**config.mk**
```make
export PLATFORM = sky130hd
export DESIGN_NAME = eeprom_write_protect_select
export DESIGN_NICKNAME = d
export VERILOG_FILES = /design/src/byte_fifo.v /design/src/eeprom_write_protect_select.v
export VERILOG_INCLUDE_DIRS = /design/src
export SDC_FILE = /design/constraint.sdc
export NUM_CORES = 2
export LEC_CHECK = 0
export ABC_AREA = 1
export BUFFER_PORTS_ARGS = -buffer_cell sky130_fd_sc_hd__buf_4
export CELL_PAD_IN_SITES_DETAIL_PLACEMENT = 1
export CELL_PAD_IN_SITES_GLOBAL_PLACEMENT = 1
export CORE_MARGIN = 2
export CORE_UTILIZATION = 52
export DETAILED_ROUTE_END_ITERATION = 12
export MAX_ROUTING_LAYER = met4
export PLACE_DENSITY_LB_ADDON = 0.1
export SYNTH_ARGS = -nofsm -noshare
export SYNTH_HDL_FRONTEND = slang
export SYNTH_HIERARCHICAL = 1
export SYNTH_SLANG_ARGS = --single-unit
```
**constraint.sdc**
```tcl
create_clock -name core_clk -period 11.5 [get_ports core_clk]
set_clock_uncertainty 0.05 [all_clocks]
set_input_delay 2.3 -clock core_clk [delete_from_list [all_inputs] [get_ports core_clk]]
set_output_delay 2.3 -clock core_clk [all_outputs]
set_load 0.05 [all_outputs]
```
**src/eeprom_wp_regs.vh**
```
// constants for the protected two-wire eeprom block
// assumes inclusion by bare name from the design files
`ifndef EEPROM_WP_REGS_VH
`define EEPROM_WP_REGS_VH
`define CTRL_MEMORY        4'h5 // arbitrary code for array access
`define CTRL_PROTECT       4'h6
`define PROT_TOP_ADDR      8'h7f
`define PAGE_BYTES         16
`define MEM_DEPTH          256
`define PROG_TIME_US       5000
`define CLK_MHZ            250
`define PROG_CYCLES        (`PROG_TIME_US * `CLK_MHZ)
`endif

```
**src/byte_fifo.v**
```verilog
// small synchronous fifo with valid/ready on both sides
// assumes one clock and an active high asynchronous reset
`timescale 1ns/100ps
`default_nettype none
module byte_fifo #(
    parameter WIDTH = 16,
    parameter DEPTH = 4,
    parameter AW    = 2
) (
    input  wire             core_clk,
    input  wire             rst,
    input  wire [WIDTH-1:0] in_data,
    input  wire             in_valid,
    output wire             in_ready,
    output reg  [WIDTH-1:0] out_data,
    output wire             out_valid,
    input  wire             out_ready
);
    reg [WIDTH-1:0] mem [0:DEPTH-1];
    reg [AW:0]      wr_ptr_r;
    reg [AW:0]      rd_ptr_r;
    wire            full;
    wire            empty;
    wire            push;
    wire            pop;

    assign empty     = (wr_ptr_r == rd_ptr_r);
    assign full      = (wr_ptr_r[AW] != rd_ptr_r[AW]) && (wr_ptr_r[AW-1:0] == rd_ptr_r[AW-1:0]);
    assign in_ready  = !full;
    assign out_valid = !empty;
    assign push      = in_valid && !full;
    assign pop       = out_ready && !empty;

    always @(posedge core_clk or posedge rst) begin
        if (rst) begin
            wr_ptr_r <= {(AW+1){1'b0}};
            rd_ptr_r <= {(AW+1){1'b0}};
        end else begin
            if (push)
                wr_ptr_r <= wr_ptr_r + 1'b1;
            if (pop)
                rd_ptr_r <= rd_ptr_r + 1'b1;
        end
    end

    always @(posedge core_clk) begin
        if (push)
            mem[wr_ptr_r[AW-1:0]] <= in_data;
    end

    always @* begin
        out_data = mem[rd_ptr_r[AW-1:0]];
    end
endmodule // byte_fifo
`default_nettype wire

```
**src/eeprom_write_protect_select.v**
```verilog
// two-wire eeprom slave with half-array software and full hardware protection
// assumes scl and sda are sampled by core_clk; pull-downs modelled as low defaults
`timescale 1ns/100ps
`default_nettype none
`include "eeprom_wp_regs.vh"

// Operation
// - protect pin high blocks all writes; the protect command still sets the flag
// - protect low, flag clear: full access
// - floating protect pin reads as low
// - flag set blocks writes 00h-7fh only
// - flag set by command, never cleared; here rst clears it
// - hardware protect ignores flag state
// - respond only when select straps match
// - floating select straps read as low
// - sample on rising, launch after falling
// - data line pulled low or released
// - array of 256 bytes by 8 bits
// - page writes up to 16 bytes
// - self-timed programming within 5 ms
// - host can probe flag via acknowledge
// - control code selects memory or protect
// - no acknowledge for protect code once set
// - protected writes acknowledged, not stored
module eeprom_write_protect_select #(
    parameter PROG_CYCLES = `PROG_CYCLES
) (
    input  wire       core_clk,
    input  wire       rst,
    input  wire       scl,
    input  wire       sda_in,
    output reg        sda_out,
    output reg        sda_oe,
    input  wire       write_protect,
    input  wire       select_strap_bit2,
    input  wire       select_strap_bit1,
    input  wire       select_strap_bit0,
    output wire       soft_protect_set,
    output wire       programming_busy
);
    // ****************************************
    // states
    // ****************************************
    localparam S_IDLE = 3'd0;
    localparam S_DEV  = 3'd1;
    localparam S_WADR = 3'd2;
    localparam S_WDAT = 3'd3;
    localparam S_RDAT = 3'd4;
    localparam S_RACK = 3'd5;
    localparam S_ACK  = 3'd6;
    localparam S_PROG = 3'd7;

    // ****************************************
    // pin synchronisers
    // ****************************************
    reg [1:0] scl_s_r;
    reg [1:0] sda_s_r;
    reg [1:0] wp_s_r;
    reg [1:0] strap2_s_r;
    reg [1:0] strap1_s_r;
    reg [1:0] strap0_s_r;
    reg       scl_d_r;
    reg       sda_d_r;

    // an unknown or floating pin resolves to low, as the internal pull-down would
    function pull_low;
        input v;
        begin
            pull_low = (v === 1'b1);
        end
    endfunction

    always @(posedge core_clk or posedge rst) begin
        if (rst) begin
            scl_s_r <= 2'b11;
            sda_s_r <= 2'b11;
            wp_s_r  <= 2'b00;
            strap2_s_r <= 2'b00;
            strap1_s_r <= 2'b00;
            strap0_s_r <= 2'b00;
            scl_d_r <= 1'b1;
            sda_d_r <= 1'b1;
        end else begin
            scl_s_r <= {scl_s_r[0], scl};
            sda_s_r <= {sda_s_r[0], sda_in};
            wp_s_r  <= {wp_s_r[0], pull_low(write_protect)};
            // straps are static, but still synchronised like any pin
            strap2_s_r <= {strap2_s_r[0], pull_low(select_strap_bit2)};
            strap1_s_r <= {strap1_s_r[0], pull_low(select_strap_bit1)};
            strap0_s_r <= {strap0_s_r[0], pull_low(select_strap_bit0)};
            scl_d_r <= scl_s_r[1];
            sda_d_r <= sda_s_r[1];
        end
    end

    wire scl_rise = scl_s_r[1] && !scl_d_r;
    wire scl_fall = !scl_s_r[1] && scl_d_r;
    wire start_c  = scl_s_r[1] && scl_d_r && sda_d_r && !sda_s_r[1];
    wire stop_c   = scl_s_r[1] && scl_d_r && !sda_d_r && sda_s_r[1];
    wire [2:0] straps = {strap2_s_r[1], strap1_s_r[1], strap0_s_r[1]};

    // ****************************************
    // state
    // ****************************************
    reg [7:0]  mem [0:`MEM_DEPTH-1];
    reg [2:0]  state_r;
    reg [2:0]  after_ack_r;
    reg [7:0]  shift_r;
    reg [3:0]  bit_cnt_r;
    reg [7:0]  addr_r;
    reg        flag_r;
    reg        prot_cmd_r;
    reg        ack_pend_r;
    reg        rd_ack_r;
    reg [31:0] prog_cnt_r;
    reg        wrote_r;
    reg [4:0]  page_cnt_r;

    assign soft_protect_set = flag_r;
    assign programming_busy = (state_r == S_PROG);

    // per-byte decision: hardware pin first, then the lower half under the flag
    function byte_blocked;
        input       wp;
        input       flag;
        input [7:0] a;
        begin
            byte_blocked = wp || (flag && (a <= `PROT_TOP_ADDR));
        end
    endfunction

    // ****************************************
    // program staging fifo
    // ****************************************
    wire [15:0] fifo_out;
    wire        fifo_valid;
    wire        fifo_in_ready;
    wire        push_byte;
    reg         fifo_pop;

    byte_fifo #(.WIDTH(16), .DEPTH(4), .AW(2)) u_fifo (
        .core_clk  (core_clk),
        .rst       (rst),
        .in_data   ({addr_r, rx}),
        .in_valid  (push_byte),
        .in_ready  (fifo_in_ready),
        .out_data  (fifo_out),
        .out_valid (fifo_valid),
        .out_ready (fifo_pop)
    );

    // array write port drains the fifo one byte per clock
    // a byte arrives every nine scl periods, so the fifo never fills in practice
    always @* begin
        fifo_pop = fifo_valid;
    end

    always @(posedge core_clk) begin
        if (fifo_valid)
            mem[fifo_out[15:8]] <= fifo_out[7:0];
    end

    wire byte_done  = scl_rise && (bit_cnt_r == 4'd7);
    wire sda_bit    = sda_s_r[1];
    wire [7:0] rx   = {shift_r[6:0], sda_bit};
    assign push_byte = (state_r == S_WDAT) && byte_done && !prot_cmd_r
                       && !byte_blocked(wp_s_r[1], flag_r, addr_r)
                       && (page_cnt_r < `PAGE_BYTES)
                       && fifo_in_ready;
    wire dev_match  = (rx[3:1] == straps);
    wire code_mem   = (rx[7:4] == `CTRL_MEMORY);
    wire code_prot  = (rx[7:4] == `CTRL_PROTECT) && !flag_r;

    // ****************************************
    // protocol engine
    // ****************************************
    always @(posedge core_clk or posedge rst) begin
        if (rst) begin
            state_r     <= S_IDLE;
            after_ack_r <= S_IDLE;
            shift_r     <= 8'h00;
            bit_cnt_r   <= 4'h0;
            addr_r      <= 8'h00;
            flag_r      <= 1'b0;
            prot_cmd_r  <= 1'b0;
            ack_pend_r  <= 1'b0;
            rd_ack_r    <= 1'b0;
            prog_cnt_r  <= 32'h0000_0000;
            wrote_r     <= 1'b0;
            page_cnt_r  <= 5'h00;
            sda_out     <= 1'b0;
            sda_oe      <= 1'b0;
        end else if (state_r == S_PROG) begin
            // inputs ignored while programming
            sda_oe <= 1'b0;
            if (prog_cnt_r >= PROG_CYCLES - 1)
                state_r <= S_IDLE;
            else
                prog_cnt_r <= prog_cnt_r + 32'h0000_0001;
        end else if (stop_c) begin
            sda_oe <= 1'b0;
            if (wrote_r) begin
                state_r    <= S_PROG;
                prog_cnt_r <= 32'h0000_0000;
                if (prot_cmd_r)
                    flag_r <= 1'b1;
            end else begin
                state_r <= S_IDLE;
            end
            wrote_r <= 1'b0;
        end else if (start_c) begin
            state_r    <= S_DEV;
            bit_cnt_r  <= 4'h0;
            sda_oe     <= 1'b0;
            page_cnt_r <= 5'h00;
        end else begin
            case (state_r)
            S_DEV, S_WADR, S_WDAT: begin
                if (scl_rise) begin
                    shift_r   <= rx;
                    bit_cnt_r <= bit_cnt_r + 4'h1;
                end
                if (byte_done) begin
                    bit_cnt_r  <= 4'h0;
                    ack_pend_r <= 1'b1;
                    if (state_r == S_DEV) begin
                        if (dev_match && (code_mem || code_prot)) begin
                            prot_cmd_r  <= code_prot;
                            after_ack_r <= rx[0] ? S_RDAT : S_WADR;
                        end else begin
                            ack_pend_r  <= 1'b0;
                            after_ack_r <= S_IDLE;
                        end
                    end else if (state_r == S_WADR) begin
                        addr_r      <= rx;
                        after_ack_r <= S_WDAT;
                        wrote_r     <= prot_cmd_r;
                    end else begin
                        // protected bytes still take the acknowledge
                        wrote_r     <= 1'b1;
                        after_ack_r <= S_WDAT;
                        if (page_cnt_r < `PAGE_BYTES)
                            page_cnt_r <= page_cnt_r + 5'h01;
                        // refused bytes still advance, so each byte is judged at its own address
                        addr_r <= {addr_r[7:4], addr_r[3:0] + 4'h1};
                    end
                    state_r <= S_ACK;
                end
            end
            S_ACK: begin
                if (scl_fall && ack_pend_r) begin
                    sda_out    <= 1'b0;
                    sda_oe     <= 1'b1;
                    ack_pend_r <= 1'b0;
                end else if (scl_fall) begin
                    sda_oe  <= 1'b0;
                    state_r <= after_ack_r;
                    if (after_ack_r == S_RDAT) begin
                        sda_out <= 1'b0;
                        sda_oe  <= !mem[addr_r][7];
                        shift_r <= mem[addr_r];
                    end
                end
            end
            S_RDAT: begin
                if (scl_fall) begin
                    if (bit_cnt_r == 4'd7) begin
                        sda_oe    <= 1'b0;
                        state_r   <= S_RACK;
                        bit_cnt_r <= 4'h0;
                        addr_r    <= addr_r + 8'h01;
                    end else begin
                        sda_oe    <= !shift_r[6];
                        shift_r   <= {shift_r[6:0], 1'b0};
                        bit_cnt_r <= bit_cnt_r + 4'h1;
                    end
                end
            end
            S_RACK: begin
                // host acknowledge decides whether another byte follows
                if (scl_rise)
                    rd_ack_r <= !sda_bit;
                if (scl_fall) begin
                    if (rd_ack_r) begin
                        state_r <= S_RDAT;
                        shift_r <= mem[addr_r];
                        sda_oe  <= !mem[addr_r][7];
                    end else begin
                        state_r <= S_IDLE;
                    end
                end
            end
            default: begin
                sda_oe <= 1'b0;
            end
            endcase
        end
    end
    // a protect-code address byte is acknowledged only while the flag is clear
endmodule // eeprom_write_protect_select
`default_nettype wire

```
==> impl_results.md <==
- Post-synth EDFFs: 2112
- Max Cap Viol: 0
- Status: completed
- Synthesized cell area: 91100 µm²
- WL final: 279000 µm
- RR Startpoint: addr_r[0]$_DFFE_PP0P_
- Clock Latency Late Sink: 0.87 ns
- Post-synth ARST share: 4.00%
- Critical path peak fanout: 95
- Remaining antenna violation count after routing: 0
- Die X-Extent: 423 µm
- Worst-Margin Slew: 1.40 ns
- Netlist cell types: 48
- YS warnings: 6
- Maximum VDD drop: 212 µV
- Crit path required time: 12.24 ns
- Pwr Density: 228 nW/µm²
- Post-synthesis sequential area ratio: 72.0%
- Router iterations before antenna repair: 5
- Count of buffers from port buffering: 10
- Synth area leader: edfxtp_1
- Worst min path class: reg -> reg
- DIE AREA: 179000 µm²
- Maximum clock rate: 186 MHz
- Unrepaired setup endpoints after global routing: false
- Final Hold Fails: 0
- Period utilization: 46.7%
- CP Capture Type: register
- Final Worst Setup Slack: 6.13 ns
- Area share of the largest cell type after synthesis: 69.6%
- Setup TNS: 0 ns
- Layout cells sized above 1: 6.26%
- Synth area leaders: edfxtp_1 (70%), nor2_1 (7.8%), nand2_1 (5.5%), o21ai_0 (4.7%), dfrtp_1 (2.3%)
- Dpl hpwl: 158000 µm
- Vias/cell: 5.98
- CTS Buffer Depth: 3
- Critical path type: reg -> reg
- Die H: 423 µm
- Post-CTS resize count: 0
- DR iter-0 viols: 6967
- Internal reg-to-reg setup slack: 6.13 ns
- Finished Layout Cells: 10400
- Hold path startpoint: strap2_s_r[0]$_DFF_PP0_
- Initial antenna violation count: 7
- Number of global-route vias before repair: 63500
- Final setup violation count: 0
- Cts bufs inserted: 223
- GP Congestion: 0.871
- Syn Area/Cell: 11.4 µm²
- Worst setup SP type: register
- Reg2reg end: shift_r[0]$_DFFE_PP0P_
- Slew HR: 6.36%
- Area delta synth->final: 10.0%
- Layout Nets: 7888
- Pre-CTS setup slack: 6.27 ns
- R2R depth: 17
- Syn Nets: 8027
- Detailed-route via count: 62200
- GRT Total Usage: 32.0%
- CTS tree: yes
- Clk slew on worst S/H paths: 0.06 ns
- GRT Residual Overflow: 0
- Final Max Tran Viols: 0
- Tmin final: 5.37 ns
- Std cell rows: 153
- Sink Count: 2200
- Critical path arrival: 6.11 ns
- Most frequent cells after synthesis: edfxtp_1 (2112), nor2_1 (1886), nand2_1 (1345)
- Pleak: 0.0346 µW
- Post-CTS setup buffers: 0
- Worst Setup EP: shift_r[0]$_DFFE_PP0P_
- Initial Utilization: 52.3%
- DRC: 0
- Crit. Startpoint: addr_r[0]$_DFFE_PP0P_
- Hold-fix buffer count after cts: 0
- Filler cells: 17800
- Placed insts: 9971
- First-pass GRT wire length: 415000 µm
- Synth Register Bits: 2200
- IO Count: 12
- Cell with the most instances after synthesis: edfxtp_1
- Largest net degree at the start of global routing: 194
- Syn Inst Count: 8010
- Core Box Area: 174000 µm²
- Root Driver: clkbuf_16
- Routed len/inst: 26.8 µm
- Top FF cell, synth: edfxtp_1
- Maximum level of the CTS H-tree: 4
## area by class of cell
class	count	area, µm²	area share [%]
inverter	256	990	0.988
sequential	2200	65600	65.5
clock inverter	132	1310	1.30
multi-input combinational	5069	22300	22.2
clock buffer	287	6030	6.02
tap	2325	2910	2.90
timing repair buffer	121	1070	1.07
antenna	6	15.0	0.0150
## sequential cells by signal, summed over array words and instances (netlist names), 3 cells and up
register	cells
mem	2048
u_fifo/mem	64
prog_cnt_r	32
addr_r	8
shift_r	7
page_cnt_r	5
bit_cnt_r	4
after_ack_r	3
state_r	3
u_fifo/rd_ptr_r	3
u_fifo/wr_ptr_r	3
## how the worst min path moves through the flow
stage	endpoint	depth (start not counted)	slack (ns)
5_1_grt	strap2_s_r[1]$_DFF_PP0_	0	0.30
3_5_place_dp	strap0_s_r[1]$_DFF_PP0_	0	0.29
2_1_floorplan	strap0_s_r[1]$_DFF_PP0_	0	0.28
3_3_place_gp	strap2_s_r[1]$_DFF_PP0_	0	0.28
4_1_cts	strap0_s_r[1]$_DFF_PP0_	0	0.30
6_report	strap2_s_r[1]$_DFF_PP0_	0	0.30
## per-stage QoR
step | power (µW) | instance area [µm²] | util [%] | hold WS, ns
floorplan | 13400 | 91100 | - | 0.281
global placement | 15400 | 92900 | 53.4 | 0.282
detailed placement | 15500 | 92900 | 53.4 | 0.286
CTS | 22800 | 100000 | 57.6 | 0.299
global route | 23800 | 100000 | 57.6 | 0.304
finish | 22800 | 100000 | 57.6 | 0.299
## report_power, final
group          total [µW]  switching [µW]  leakage [µW]  internal [µW]
logic                6560            4890        0.0109           1660
clock network        7350            3120       0.00359           4230
registers            8930             168        0.0201           8770
total               22800            8180        0.0346          14700
## placed cells by master, fill, tap and decap left out, types with 10 or more instances in the layout
master,synthesis,final
edfxtp_1,2112,2112
nor2_1,1886,1886
inv_1,246,241
nor3_1,11,11
nor4_1,10,10
buf_12,0,13
bufinv_16,0,24
buf_4,68,108
a21boi_0,11,11
or2_2,14,14
dfrtp_1,82,77
nand3_1,392,392
o211ai_1,150,150
a21oi_1,127,127
clkinv_1,3,53
o21ai_1,148,148
clkinv_2,0,42
o22ai_1,48,40
xor2_1,17,17
clkbuf_1,218,50
o21ai_0,853,853
nand2_1,1345,1338
clkbuf_16,0,229
## kinds of logic (layout without fill, tap and decap cells)
logic type / after synthesis / count (layout) / share of synthesized area (%)
flops: 2200 / 2200 / 72.0
other cells: 1 / 7 / 0.00412
mux: 2 / 2 / 0.0220
xor+xnor: 21 / 21 / 0.223
fa+ha+maj: 9 / 9 / 0.124
simple gates: 3678 / 3678 / 15.9
buf+inv: 741 / 796 / 3.67
compound gates: 1358 / 1358 / 8.02
## routing by layer
layer  up-vias  GRT usage [%]  share of wire (%)
li1      27500              -                  -
met1     32000           42.7                 42
met2      2156           51.0                 48
met3       469           4.39                6.6
met4         0           10.5                3.4
met5         -              -                  0
## critical path, cell delays in order, from the launching register on
cell     delay, ns
dfrtp_4       0.87
buf_4         0.82
buf_4         0.94
buf_4         0.70
nor2_1        0.13
nor2_1        0.13
o21ai_0       0.10
nand2_1       0.10
nand2_1       0.06
nand2_1       0.08
nor2_1        0.06
nand2_1       0.11
nand3_1       0.13
nand2_1       0.12
nand3_1       0.36
nand2_1       0.19
nand2_1       0.06
a21oi_1       0.13
No activity file was read; power rests on OpenSTA's default activity.
